`src/shared/irq_upper_pkg.sv`:
```
// Constants shared by the upper-bank interrupt controller files.
// Assumes a 32-bit classic Wishbone register bus with word-aligned registers.
package irq_upper_pkg;
  localparam int line_count = 48;
  localparam int bank_lo = 32;
  localparam int bank_width = 16;
  localparam logic [7:0] vector_base = 8'h10;
  localparam logic [7:0] vector_top = 8'h3f;
  // Register byte addresses.
  localparam logic [7:0] off_vector = 8'h00;
  localparam logic [7:0] off_enable_upper = 8'h04;
  localparam logic [7:0] off_status_upper = 8'h08;
  localparam logic [7:0] off_enable_low = 8'h0c;
  localparam logic [7:0] off_enable_mid = 8'h10;
  localparam logic [7:0] off_status_low = 8'h14;
  localparam logic [7:0] off_status_mid = 8'h18;
  localparam logic [7:0] off_nest_depth = 8'h1c;
  localparam logic [15:0] enable_reset = 16'hffff;
  // Line assignment.
  localparam int line_timer0 = 47;
  localparam int line_dma0 = 39;
  localparam int line_dma3 = 36;
  localparam int line_bus0 = 35;
  localparam int line_audio = 34;
  localparam int line_uart_rx = 33;
  localparam int line_transcoder = 32;
  localparam int line_adc = 13;
  localparam int line_wake0 = 12;
  localparam int line_wake7 = 5;
  localparam int line_rng = 3;
  localparam int line_flash = 1;
  // Lines wired to no source: 0, 2, 4, 14, 40..46.
  localparam logic [47:0] unconnected_lines = 48'h7f00_0000_4015;
  localparam int depth_width = 8;
endpackage

```
`src/core/irq_priority_encoder.sv`:
```
// Fixed linear priority encoder over the request lines.
// Assumes the caller has already gated requests with their enables.
`timescale 1ns/100ps
module irq_priority_encoder
  import irq_upper_pkg::*;
#(
  parameter int lines = line_count
)
(
  // Gated requests
  input wire logic [lines-1:0] req,
  // Result
  output logic any,
  output logic [7:0] vector
);
  initial
  begin
    if (lines < 1 || lines > 48)
    begin
      $error("lines out of range");
    end
  end

  always_comb
  begin
    any = 1'b0;
    vector = vector_base;
    for (int i = 0; i < lines; i++)
    begin
      if (req[i])
      begin
        any = 1'b1;
        vector = vector_base + 8'(i);
      end
    end
  end
endmodule

```
`src/core/irq_nest_tracker.sv`:
```
// Handler nesting tracker: counts active handlers, tracks the global gate.
// Assumes entry and exit pulses come from the processor one cycle each.
`timescale 1ns/100ps
module irq_nest_tracker
  import irq_upper_pkg::*;
#(
  parameter int width = depth_width
)
(
  // Clock and reset
  input wire logic mclk,
  input wire logic sys_rst,
  // Processor events
  input wire logic maskable_entry,
  input wire logic nmi_entry,
  input wire logic handler_exit,
  input wire logic set_global_permit,
  // State
  output logic permit_ff,
  output logic [width-1:0] depth_ff
);
  initial
  begin
    if (width < 2)
    begin
      $error("width too small");
    end
  end

  always_ff @(posedge mclk)
  begin
    if (sys_rst)
    begin
      permit_ff <= 1'b1;
    end
    else if (maskable_entry)
    begin
      permit_ff <= 1'b0;
    end
    else if (set_global_permit)
    begin
      permit_ff <= 1'b1;
    end
  end

  // Depth saturates instead of refusing, so nesting has no hard limit.
  always_ff @(posedge mclk)
  begin
    if (sys_rst)
    begin
      depth_ff <= '0;
    end
    else if ((maskable_entry || nmi_entry) && !handler_exit)
    begin
      if (depth_ff != '1)
      begin
        depth_ff <= depth_ff + 1'b1;
      end
    end
    else if (handler_exit && !(maskable_entry || nmi_entry) && depth_ff != '0)
    begin
      depth_ff <= depth_ff - 1'b1;
    end
  end
endmodule

```
`src/core/irq_upper_ctrl.sv`:
```
// Upper-bank maskable interrupt controller with vector and nesting logic.
// Assumes peripherals drive level requests synchronous to mclk.
//
// Operation
// Upper enable mask is 16-bit read/write and resets to all ones.
// Mask bit n gates request line n; zero blocks, one allows.
// Upper status is read-only live request view, ignoring the mask.
// Status bits 47..32 map to lines 47..32; one while requesting.
// Among enabled pending requests, the highest line number wins.
// Timer 0, DMA 0..3, bus, audio, transcoder wired to upper lines.
// Converter, wake-up, random, flash on lower lines; others unconnected. Code wires uart_tx_req to line 15 and mid_req to lines 31..16.
// Non-maskable requests may always preempt, even another NMI handler.
// Maskable entry blocks maskables until the handler sets the permit.
// Enable masks still gate requests while nesting is permitted.
// Nesting depth has no hardware limit beyond stack memory.
// Vector register reads highest active enabled line, 10h to 3Fh.
// Acknowledge read returns a vector held stable through the cycle.
// Request to the processor asserts while any line is active and enabled.
`timescale 1ns/100ps
module irq_upper_ctrl
  import irq_upper_pkg::*;
(
  // Clock and reset
  input wire logic mclk,
  input wire logic sys_rst,
  // Wishbone slave
  input wire logic cyc_i,
  input wire logic stb_i,
  input wire logic we_i,
  input wire logic [7:0] adr_i,
  input wire logic [3:0] sel_i,
  input wire logic [31:0] dat_i,
  output logic [31:0] dat_o,
  output logic ack_o,
  output logic err_o,
  // Upper sources
  input wire logic timer0_req,
  input wire logic [3:0] dma_req,
  input wire logic bus0_req,
  input wire logic audio_req,
  input wire logic uart_rx_req,
  input wire logic transcoder_req,
  // Lower and middle sources
  input wire logic adc_req,
  input wire logic [7:0] wakeup_req,
  input wire logic rng_req,
  input wire logic flash_req,
  input wire logic [15:0] mid_req,
  input wire logic uart_tx_req,
  // Processor side
  input wire logic inta,
  input wire logic nmi_req,
  input wire logic handler_exit,
  input wire logic set_global_permit,
  output logic irq_out,
  output logic nmi_out,
  output logic [7:0] ack_vector_ff
);
  logic [line_count-1:0] lines;
  logic [line_count-1:0] gated;
  logic [15:0] enable_upper_ff;
  logic [15:0] enable_low_ff;
  logic [15:0] enable_mid_ff;
  logic [31:0] dat_o_ff;
  logic ack_ff;
  logic err_ff;
  logic [7:0] vector_ff;
  logic [7:0] enc_vector;
  logic enc_any;
  logic inta_d_ff;
  logic permit_ff;
  logic [depth_width-1:0] depth_ff;
  logic maskable_entry;
  logic nmi_entry;
  logic bus_req;
  logic mapped;
  logic [31:0] nxt_dat;
  logic inta_rise;
  logic wr_commit;
  logic wr_upper;
  logic wr_low;
  logic wr_mid;

  ////////////////////////////////////////////////////////////////////////////
  // Elaboration checks.

  initial
  begin
    if (bank_lo + bank_width != line_count)
    begin
      $error("upper bank does not end at the top line");
    end
    if (int'(vector_top) - int'(vector_base) != line_count - 1)
    begin
      $error("vector range does not match the line count");
    end
    if (line_timer0 >= line_count || line_transcoder < bank_lo)
    begin
      $error("upper sources fall outside the upper bank");
    end
  end

  ////////////////////////////////////////////////////////////////////////////
  // Request lines.

  always_comb
  begin
    lines = '0;
    lines[line_timer0] = timer0_req;
    for (int i = 0; i < 4; i++)
    begin
      lines[line_dma0 - i] = dma_req[i];
    end
    lines[line_bus0] = bus0_req;
    lines[line_audio] = audio_req;
    lines[line_uart_rx] = uart_rx_req;
    lines[line_transcoder] = transcoder_req;
    lines[31:16] = mid_req;
    lines[15] = uart_tx_req;
    lines[line_adc] = adc_req;
    for (int i = 0; i < 8; i++)
    begin
      lines[line_wake0 - i] = wakeup_req[i];
    end
    lines[line_rng] = rng_req;
    lines[line_flash] = flash_req;
    lines = lines & ~unconnected_lines;
  end

  // Masks keep gating at every nesting level.
  assign gated = lines & {enable_upper_ff, enable_mid_ff, enable_low_ff};

  ////////////////////////////////////////////////////////////////////////////
  // Priority and vector.

  irq_priority_encoder #(
    .lines(line_count)
  ) u_enc (
    .req(gated),
    .any(enc_any),
    .vector(enc_vector)
  );

  // The live vector freezes while an acknowledge cycle is in progress.
  always_ff @(posedge mclk)
  begin
    if (sys_rst)
    begin
      vector_ff <= vector_base;
    end
    else if (!inta)
    begin
      vector_ff <= enc_vector;
    end
  end

  always_ff @(posedge mclk)
  begin
    if (sys_rst)
    begin
      inta_d_ff <= 1'b0;
    end
    else
    begin
      inta_d_ff <= inta;
    end
  end

  always_ff @(posedge mclk)
  begin
    if (sys_rst)
    begin
      ack_vector_ff <= vector_base;
    end
    else if (inta_rise)
    begin
      ack_vector_ff <= vector_ff;
    end
  end

  assign inta_rise = inta && !inta_d_ff;
  assign maskable_entry = inta_rise;
  assign nmi_entry = nmi_req;
  assign irq_out = enc_any && permit_ff;
  assign nmi_out = nmi_req;

  ////////////////////////////////////////////////////////////////////////////
  // Nesting.

  irq_nest_tracker #(
    .width(depth_width)
  ) u_nest (
    .mclk(mclk),
    .sys_rst(sys_rst),
    .maskable_entry(maskable_entry),
    .nmi_entry(nmi_entry),
    .handler_exit(handler_exit),
    .set_global_permit(set_global_permit),
    .permit_ff(permit_ff),
    .depth_ff(depth_ff)
  );

  ////////////////////////////////////////////////////////////////////////////
  // Register bus.

  assign bus_req = cyc_i && stb_i && !ack_ff && !err_ff;
  // Writes land on the edge at which the master samples ack, while it still holds the request.
  assign wr_commit = cyc_i && stb_i && we_i && ack_ff;
  assign wr_upper = wr_commit && (adr_i == off_enable_upper);
  assign wr_low = wr_commit && (adr_i == off_enable_low);
  assign wr_mid = wr_commit && (adr_i == off_enable_mid);

  // Every register offset answers with ack, anything else with err.
  always_comb
  begin
    case (adr_i)
      off_vector, off_enable_upper, off_status_upper, off_enable_low,
      off_enable_mid, off_status_low, off_status_mid, off_nest_depth:
      begin
        mapped = 1'b1;
      end
      default:
      begin
        mapped = 1'b0;
      end
    endcase
  end

  always_comb
  begin
    nxt_dat = '0;
    case (adr_i)
      off_vector: nxt_dat[7:0] = vector_ff;
      off_enable_upper: nxt_dat[15:0] = enable_upper_ff;
      off_status_upper: nxt_dat[15:0] = lines[47:32];
      off_enable_low: nxt_dat[15:0] = enable_low_ff;
      off_enable_mid: nxt_dat[15:0] = enable_mid_ff;
      off_status_low: nxt_dat[15:0] = lines[15:0];
      off_status_mid: nxt_dat[15:0] = lines[31:16];
      off_nest_depth: nxt_dat[depth_width-1:0] = depth_ff;
      default:
      begin
      end
    endcase
  end

  always_ff @(posedge mclk)
  begin
    if (sys_rst)
    begin
      ack_ff <= 1'b0;
    end
    else
    begin
      ack_ff <= bus_req && mapped;
    end
  end

  // Unmapped offsets are refused and never written.
  always_ff @(posedge mclk)
  begin
    if (sys_rst)
    begin
      err_ff <= 1'b0;
    end
    else
    begin
      err_ff <= bus_req && !mapped;
    end
  end

  always_ff @(posedge mclk)
  begin
    if (sys_rst)
    begin
      dat_o_ff <= '0;
    end
    else if (bus_req && !we_i)
    begin
      dat_o_ff <= nxt_dat;
    end
  end

  assign ack_o = ack_ff;
  assign err_o = err_ff;
  assign dat_o = dat_o_ff;

  always_ff @(posedge mclk)
  begin
    if (sys_rst)
    begin
      enable_upper_ff <= enable_reset;
    end
    else if (wr_upper)
    begin
      if (sel_i[0])
      begin
        enable_upper_ff[7:0] <= dat_i[7:0];
      end
      if (sel_i[1])
      begin
        enable_upper_ff[15:8] <= dat_i[15:8];
      end
    end
  end

  always_ff @(posedge mclk)
  begin
    if (sys_rst)
    begin
      enable_low_ff <= enable_reset;
    end
    else if (wr_low)
    begin
      if (sel_i[0])
      begin
        enable_low_ff[7:0] <= dat_i[7:0];
      end
      if (sel_i[1])
      begin
        enable_low_ff[15:8] <= dat_i[15:8];
      end
    end
  end

  always_ff @(posedge mclk)
  begin
    if (sys_rst)
    begin
      enable_mid_ff <= enable_reset;
    end
    else if (wr_mid)
    begin
      if (sel_i[0])
      begin
        enable_mid_ff[7:0] <= dat_i[7:0];
      end
      if (sel_i[1])
      begin
        enable_mid_ff[15:8] <= dat_i[15:8];
      end
    end
  end
endmodule

```
`config.mk`:
```
export PLATFORM = sky130hd
export DESIGN_NAME = irq_upper_ctrl
export DESIGN_NICKNAME = d
export VERILOG_FILES = /design/src/shared/irq_upper_pkg.sv /design/src/core/irq_priority_encoder.sv /design/src/core/irq_nest_tracker.sv /design/src/core/irq_upper_ctrl.sv
export SDC_FILE = /design/constraint.sdc
export NUM_CORES = 1
export LEC_CHECK = 0
export BUFFER_PORTS_ARGS = -buffer_cell sky130_fd_sc_hd__buf_2
export CAP_MARGIN = 30
export CORE_MARGIN = 2
export CORE_UTILIZATION = 50
export CTS_CLUSTER_DIAMETER = 80
export DETAILED_ROUTE_END_ITERATION = 12
export PLACE_DENSITY = 0.78
export SETUP_SLACK_MARGIN = 0.3
export SYNTH_ARGS = -nofsm -noshare
export SYNTH_HDL_FRONTEND = slang
export SYNTH_HIERARCHICAL = 1
export SYNTH_SLANG_ARGS = --single-unit
```
`constraint.sdc`:
```
create_clock -name mclk -period 2.86 [get_ports mclk]
set_clock_uncertainty 0.2 [all_clocks]
set_input_delay 0.143 -clock mclk [delete_from_list [all_inputs] [get_ports mclk]]
set_output_delay 0.143 -clock mclk [all_outputs]
set_load 0.03 [all_outputs]
```
# Word level (Yosys, flattened, before mapping)
# Memory sizes are Yosys's and may differ from the RTL's.
# Index checks and enable logic that the tools add are counted.
[word_totals]
regBits = 92
rom_bits = 32
input_bits = 90
output_inout_bits = 44
mem_count = 1
[memory_table]
columns = ["name", "words", "width", "rd", "rd_clocked_by_memory_dff", "wr", "line", "rtl"]
rows = [
  ["(name not given)", 32, 1, 1, 0, 0, "irq_upper_ctrl.sv:216", "case (adr_i)"],
]
[op_classes]
n_addsub = 2
n_eq_ne = 9
mux = 103
bitwise = 1
reduce_logical = 36
[op_table]
columns = ["operator", "count"]
rows = [
  ["two-way mux 6 bit", 32],
  ["case mux 8 bit (8 select lines)", 1],
  ["two-way mux 1 bit", 52],
  ["AND 48 bit", 1],
  ["case mux 8 bit (6 select lines)", 1],
  ["== test 8 x 5 -> 1 bit, second input constant", 4],
  ["two-way mux 4 bit", 8],
  ["two-way mux 8 bit", 3],
  ["== test 8 x 4 -> 1 bit, second input constant", 2],
  ["logical AND 1 bit", 16],
  ["AND reduction 2 bit", 7],
  ["two-way mux 3 bit", 4],
  ["adder 8 x 1 -> 8 bit, second input constant", 1],
  ["== test 8 x 3 -> 1 bit, second input constant", 1],
  ["logical NOT 8 bit", 1],
  ["inequality test 8 bit, second input constant", 1],
  ["nonzero test 8 bit", 1],
  ["subtractor 8 x 1 -> 8 bit, second input constant", 1],
  ["logical NOT 1 bit", 7],
  ["two-way mux 2 bit", 2],
  ["nonzero test 2 bit", 2],
  ["logical NOT 3 bit", 1],
  ["inequality test 2 bit, second input constant", 1],
  ["logical OR 1 bit", 1],
]

# Longest topological paths before layout
# Gate-level depths: netlist of the first run.
[depth]
depth_word = 50
depth_mapped = 9
ltp_nobuf = 8

# Cells and area by module
# Netlist of the first run, hierarchy kept.
[by_module_without_submodules]
columns = ["module", "instances", "cells_each", "area_per_inst_um2", "seq_area_each_um2"]
rows = [
  ["irq_upper_ctrl", 1, 463, 4355.4, 1661.6],
  ["irq_nest_tracker", 1, 87, 773.2, 180.2],
  ["irq_priority_encoder", 1, 101, 600.6, 0.0],
]

# Least setup slack after synthesis of the first run
# Ideal clock, no wire load.
[synth_path]
path_type = "register to register"
start = "register inta_d_ff"
end = "register u_nest.depth_ff[7]"
setup_time_ps = 64
arrival_ps = 2677
required_time_ps = 2596
setup_slack_ps = -81
path_stages_with_launch = 10
path_buffers = 1
path_cell_list = "dfxtp_1 nand2b_1 clkbuf_1 clkinv_1 o21bai_1 ha_1 a211oi_1 nor3_1 or4b_1 nand4_1"
[synth_between]
elab_chain_len = 8
elab_cells_between_ends = 11
cone_classes = "eq/ne: 1; mux: 1; reduce/logical: 9"
[synth_rtl]
columns = ["element", "line", "rtl"]
rows = [
  ["from (decl)", "irq_upper_ctrl.sv:70", "logic inta_d_ff;"],
  ["from (signal assigned)", "irq_upper_ctrl.sv:165", "inta_d_ff <= inta;"],
  ["logical NOT 1 bit (*)", "irq_upper_ctrl.sv:181", "assign inta_rise = inta && !inta_d_ff;"],
  ["logical AND 1 bit (*)", "irq_upper_ctrl.sv:181", ""],
  ["named net inta_rise", "irq_upper_ctrl.sv:78", "logic inta_rise;"],
  ["logical OR 1 bit (*)", "irq_nest_tracker.sv:53, irq_nest_tracker.sv:60", ""],
  ["logical NOT 1 bit", "irq_nest_tracker.sv:60", "else if (handler_exit && !(maskable_entry || nmi_entry) && depth_ff != '0)"],
  ["logical AND 1 bit (2 in series)", "irq_nest_tracker.sv:60", ""],
  ["nonzero test 2 bit (no line)", "n/a", ""],
  ["AND reduction 2 bit (no line)", "n/a", ""],
  ["to (signal assigned)", "irq_nest_tracker.sv:57", "depth_ff <= depth_ff + 1'b1;"],
  ["to (signal assigned)", "irq_nest_tracker.sv:62", "depth_ff <= depth_ff - 1'b1;"],
  ["to (decl)", "irq_nest_tracker.sv:20", "output logic [width-1:0] depth_ff"],
]
# Mark *: on every way through the listed nets, which the timed path passes. The rest lies on a longest branch.
# A chain may end at the register's enable or synchronous reset.

# Final worst setup path of the first run
[layout_path]
start = "register enable_mid_ff[6]"
end = "output port irq_out"
[layout_between]
elab_chain_len = 28
[layout_rtl]
columns = ["element", "line", "rtl"]
rows = [
  ["from (decl)", "irq_upper_ctrl.sv:63", "logic [15:0] enable_mid_ff;"],
  ["from (signal assigned)", "irq_upper_ctrl.sv:330", "enable_mid_ff <= enable_reset;"],
  ["from (signal assigned)", "irq_upper_ctrl.sv:336", "enable_mid_ff[7:0] <= dat_i[7:0];"],
  ["AND 48 bit", "irq_upper_ctrl.sv:131", "assign gated = lines & {enable_upper_ff, enable_mid_ff, enable_low_ff};"],
  ["named net gated[22]", "irq_upper_ctrl.sv:60", "logic [line_count-1:0] gated;"],
  ["two-way mux 1 bit (26 in series)", "irq_priority_encoder.sv:30", "if (req[i])"],
  ["named net enc_any", "irq_upper_ctrl.sv:69", "logic enc_any;"],
  ["logical AND 1 bit", "irq_upper_ctrl.sv:184", "assign irq_out = enc_any && permit_ff;"],
  ["to (decl)", "irq_upper_ctrl.sv:55", "output logic irq_out,"],
]
# The timed path passes the listed nets, and every way through them passes these cells.

==> flow_summary.ini, run 1 <==
[drt]
ant_nets = 0
finalWirelength_um = 16860
wl_per_cell_um = 17.62
via_count = 5583
avgViaCountPerCell = 5.834
firstDrtPassIters = 5
drc = 0
first_iter_violations = 549

[yosys]
synth_area_um2 = 5729
avgSynthCellArea_um2 = 8.801
synth_warnings = 6
async_flop_share_pct = 0
synth_edf_count = 0
post_synth_inst_count = 651
synth_flop_cell = dfxtp_1
yosysSeqAreaShare_pct = 32.15
yosysUniqueCellTypes = 73
synth.ff_latch_count = 92

[global_routing]
grt_max_degree = 40
grt_usage_pct = 27.05
antenna_found_initial = 0
overflow = 0
grt_pass1_wl_um = 26730
grt_pass1_vias = 5357

[sta]
clock.fmax_ghz = 0.3769
setup_slack_ps = 206.5
setup_viol = 0
worst_pin_slew_ps = 933.0
rsz0062_at_grt = true
period_minus_slack_ps = 2653
finalCritPeriodShare_pct = 92.78
hold_viol_final = 0
setup_tns_ps = 0
max_slew_margin_pct = 37.57
slew_viol_final = 0

[floorplanning]
die_area_um2 = 12330
start_util_pct = 50.61
io_pins = 134
die_x_um = 111.0
die_y_um = 111.0
num_rows = 39
core_area_um2 = 11320

[cells_and_area]
final_common_cell = buf_2
diodes = 0
drive_gt1_share_pct = 22.60
area_delta_synth_final_pct = 23.43
layout_common_cells = buf_2, nor2_1, dfxtp_1
nets = 906

[setup_path]
cpLargestDelayFamily = simple AND/OR/NAND/NOR gates
crit_path_end_kind = output pin
critPathMaxFanout = 3
slowest_stage = or3_4
r2r_slack_ps = 440
critical_path_class = flip-flop to output pin
cp-start-kind = flip-flop
timing.rr.start = inta_d_ff
critPathBufInv = 1
reg2reg_depth = 8
crit_path_max_incr_delay_ps = 340
cp_cell_sequence = and2_4 -> nor4_4 -> and3_1 -> nand3_1 -> or2_1 -> or3_4 -> and2_4 -> buf_6
crit_arrival_ps = 2310
cp.required_ps = 2520
timing.rr.end = u_nest/depth_ff[6]
crit_top_cell = and2_4

[cts]
cts_root_buf = clkbuf_16
cts.reportedPaths.clkPinSlew_ps = 70
cts.sinks = 92
cts_tree = yes
clk_latency_ps = 350
htreeDepth = 3
clockBufferDepth = 2
cts_made_buffers = 9

[power]
power_frac_comb_pct = 22.3
p_leak_uw = 0.002850
intPower_uw = 2267
powerDensity_nw_per_um2 = 463.2
ir_drop_uv = 362.1
p_total_uw = 3276
switchingPower_uw = 1009
swShare_pct = 30.80
clockPowerShare_pct = 35.7
seqPwrFrac_pct = 42.1

[place]
gp_congestion = 0.9994
numPortBuffers = 99
pre_cts_ws_ps = 398.9
hpwl_um = 12460

[hold_path]
min_to = ack_o
min_from = adr_i[5]
hold_path.class = primary input to flip-flop
hold_depth = 4

[job]
cap_violations = 0

[run_status]
status = completed
==> synthesized netlist by cell type (4+ instances only) <==
library cell	instances	area, um^2
inv_1	29	108.9
nor4_2	5	62.56
mux2i_1	48	480.5
nand4b_1	4	35.03
o21ai_0	13	65.06
nand3b_1	11	82.58
buf_2	10	50.05
nand3_1	10	50.05
mux4_2	13	292.8
nor2b_1	13	81.33
a221oi_1	5	43.79
o21bai_1	5	37.54
nor4_4	4	85.08
and2_1	42	262.8
o2bb2ai_1	15	131.4
clkbuf_1	13	48.80
nand2b_1	6	37.54
nand2_1	29	108.9
dfxtp_1	92	1842
nor3_1	13	65.06
o221ai_1	6	52.55
a21oi_1	27	135.1
ha_1	6	75.07
a211oi_1	7	52.55
nor4_1	9	56.30
nor2_1	94	352.8
a22oi_1	5	37.54
nand4_1	6	37.54
buf_4	20	150.1
a211o_1	20	175.2
==> power by group through the flow <==
| stage | Sequential, uW | Clock, uW | Combinational (uW) |
|---|---|---|---|
| detailed placement | 1400 | 0 | 661 |
| finish | 1380 | 1170 | 729 |
| global route | 1380 | 1230 | 788 |
| global placement | 1400 | 0 | 641 |
| CTS | 1380 | 1170 | 701 |
| floorplan | 1400 | 0 | 491 |
==> worst register-to-register path, cell delays in order (launching register included) <==
cell and delay (ps):
dfxtp_1 300, nand2b_1 130, clkinv_2 130, o21bai_4 230
ha_1 340, a211oi_1 120, or4_1 510, a32o_1 270
a21oi_1 130
==> worst max-delay path by stage <==
stage                         end                 from  slack (ps)  cells after the start
2_1_floorplan  u_nest/depth_ff[7]            inta_d_ff         410                      9
3_3_place_gp              irq_out     enable_mid_ff[7]         430                      8
3_5_place_dp              irq_out     enable_mid_ff[7]         400                      8
4_1_cts                   irq_out     enable_mid_ff[6]         240                      8
5_1_grt                   irq_out  enable_upper_ff[15]         170                      8
6_report                  irq_out     enable_mid_ff[6]         210                      8
==> cell families (layout without fill, tap and decap cells) <==
kind of cell | after synthesis | after routing | share of synthesized area, %
simple gates | 272 | 272 | 27.23
compound gates | 136 | 137 | 17.76
flops | 92 | 92 | 32.15
buf+inv | 77 | 186 | 6.835
mux | 64 | 64 | 14.09
fa+ha+maj | 7 | 7 | 1.660
other cells | 2 | 55 | 0.1311
xor+xnor | 1 | 1 | 0.1529
==> stage by stage <==
step,hold slack [ps],area [um^2],cells,utilization [%]
2_1_floorplan,88.66,5942,704,-
3_3_place_gp,176.7,6441,913,56.90
3_5_place_dp,197.0,6441,913,56.90
4_1_cts,2.531,7036,955,62.15
5_1_grt,38.01,7072,957,62.47
6_report,0.2335,7072,957,62.47
==> area by class of cell <==
class	instances	area, um^2
clock buffers	11	252.7
clock inverters	5	35.03
fillers	956	4249
inverters	30	113.9
flip-flops and latches	92	1843
well taps	143	178.9
multi-input cells	536	3786
repair buffers	140	862.1
==> registers in the layout, summed over array words and instances, names as in the netlist <==
| signal | cells |
|---|---|
| ack_vector_ff | 8 |
| err_o | 1 |
| ack_o | 1 |
| enable_low_ff | 16 |
| enable_upper_ff | 16 |
| enable_mid_ff | 16 |
| dat_o | 16 |
| u_nest/depth_ff | 8 |
| u_nest/permit_ff | 1 |
| inta_d_ff | 1 |
| vector_ff | 8 |
==> metal layers <==
layer	share of wire, %	up-vias	track usage, %	wire length, um
met5	0	-	0	0
li1	-	2625	-	-
met4	2.0	0	9.877	344
met2	48	265	45.89	8177
met1	42	2662	34.43	7152
met3	7.0	31	5.139	1186
==> timing repair <==
action                                  CTS  global route
pin swaps                                 7             2
resized for setup                        14             5
hold buffers                             21             0
setup buffers                             5             1
hold endpoints to repair                 55             0
gates cloned                              0             1
endpoints found under the setup margin    1             3
Power figures use the tool's default switching activity.
==> run 2, diff against run 1 <==
SETUP_SLACK_MARGIN = 0.5   (was 0.3)
==> flow_summary.ini, run 2 (synthesis gave the netlist of run 1 again) <==
[power]
p_leak_uw = 0.002934
ir_drop_uv = 292.7
powerDensity_nw_per_um2 = 477.2

[cts]
clockBufferDepth = 2
cts.reportedPaths.clkPinSlew_ps = 70
htreeDepth = 3
cts_made_buffers = 9
cts_root_buf = clkbuf_16
cts.sinks = 92
cts_tree = yes
clk_latency_ps = 350

[cells_and_area]
drive_gt1_share_pct = 26.12
area_delta_synth_final_pct = 28.22
fillers = 905
diodes = 0
layout_common_cells = buf_2, nor2_1, dfxtp_1
stdcell_count = 966
nets = 915
post-route-util_pct = 64.89
final_common_cell = buf_2

[setup_path]
crit_path_end_kind = output pin
critPathMaxFanout = 4
cp.required_ps = 2520
cp-start-kind = flip-flop
cpLargestDelayFamily = simple AND/OR/NAND/NOR gates
crit_arrival_ps = 2300
critical_path_class = flip-flop to output pin
critPathBufInv = 1
crit_top_cell = and2_4
crit_path_max_incr_delay_ps = 330
cp_cell_sequence = and2_4 -> nor4_4 -> and3_4 -> nand3_1 -> or2_1 -> or3_1 -> and2_4 -> buf_6
slowest_stage = dfxtp_1

[floorplanning]
num_rows = 39
core_area_um2 = 11320
die_area_um2 = 12330
io_pins = 134
die_y_um = 111.0
die_x_um = 111.0
start_util_pct = 50.61

[hold_path]
hold_path.class = primary input to flip-flop

[drt]
ant_nets = 0
drc = 0
firstDrtPassIters = 5
avgViaCountPerCell = 5.819
finalWirelength_um = 17430
via_count = 5621
wl_per_cell_um = 18.04
first_iter_violations = 439

[global_routing]
grt_pass1_vias = 5381
overflow = 0
grt_pass1_wl_um = 27050
antenna_found_initial = 0
grt_usage_pct = 27.25
grt_max_degree = 41

[sta]
period_minus_slack_ps = 2640
max_slew_margin_pct = 38.17
worst_pin_slew_ps = 924.0
rsz0062_at_grt = true
setup_tns_ps = 0
finalCritPeriodShare_pct = 92.29
setup_viol = 0
hold_viol_final = 0
clock.fmax_ghz = 0.3789
slew_viol_final = 0

[place]
hpwl_um = 12260
gp_congestion = 0.9462
dp.cells = 909
numPortBuffers = 99

[job]
cap_violations = 0

[run_status]
status = completed
==> run 2: cell types whose count changed in the layout (fill, tap and decap cells not counted), sizes merged, moves of 2 or more <==
| cell | change |
|---|---|
| clkinv | -2 |
| clkbuf | -2 |
| inv | +2 |
| buf | +9 |
==> run 2: what timing repair did <==
item | in CTS | in global routing
setup endpoints to repair | 4 | 5
setup buffers | 11 | 9
pin swaps | 9 | 14
hold buffers | 21 | 0
resized for setup | 29 | 26
endpoints found under the hold margin | 52 | 0
==> run 2: path summary, 6_finish.rpt <==
path	start	end	slack, ps	depth (start not counted)
worst min register to register	ack_vector_ff[5]	ack_vector_ff[5]	260	2
worst max register to register	inta_d_ff	u_nest/depth_ff[7]	450	11
worst min-delay path	sys_rst	u_nest/depth_ff[6]	6	2
worst max-delay path	enable_mid_ff[2]	irq_out	220	8
==> run 2: routing by layer <==
metal,routed length [um],share of wire (%),vias up,GRT usage [%]
li1,-,-,2646,-
met1,7337,42,2644,35.68
met2,8297,48,279,45.48
met5,0,0,-,0
met3,1334,7.7,52,5.631
met4,456,2.6,0,8.395
==> run 2: power breakdown <==
part / leakage (uW) / internal (uW) / switching (uW)
combinational: 0.00204 / 396 / 475
sequential: 0.000747 / 1320 / 69.3
clock: 0.000145 / 692 / 555
total: 0.00293 / 2410 / 1100
==> run 2: cell type report <==
type,count,area [um^2],share of cell area (%)
Multi-Input combinational cell,535,3933,53.53
Sequential cell,92,1844,25.11
Timing Repair Buffer,150,957.2,13.03
Clock buffer,9,225.2,3.066
Tap cell,143,178.9,2.436
Inverter,30,125.1,1.703
Clock inverter,7,82.58,1.124
==> run 2: worst register-to-register path: cells and delay by family, from the launching register on <==
kind	cells	cell delay, ps
AOI/OAI and AO/OA	1	220
adders and majority gates	1	220
buffers and inverters	4	440
DFF	1	310
and+or+nand+nor	5	960
==> run 2: metrics by stage <==
stage          total power (uW)  worst slack, ps  instance area [um^2]  hold slack [ps]
2_1_floorplan              1901            485.0                  5967            88.66
3_3_place_gp               2054            425.5                  6434            176.1
3_5_place_dp               2071            326.5                  6434            199.3
4_1_cts                    3368            247.7                  7156           0.7254
5_1_grt                    3635            154.3                  7346            24.62
6_report                   3506            220.5                  7346            6.104
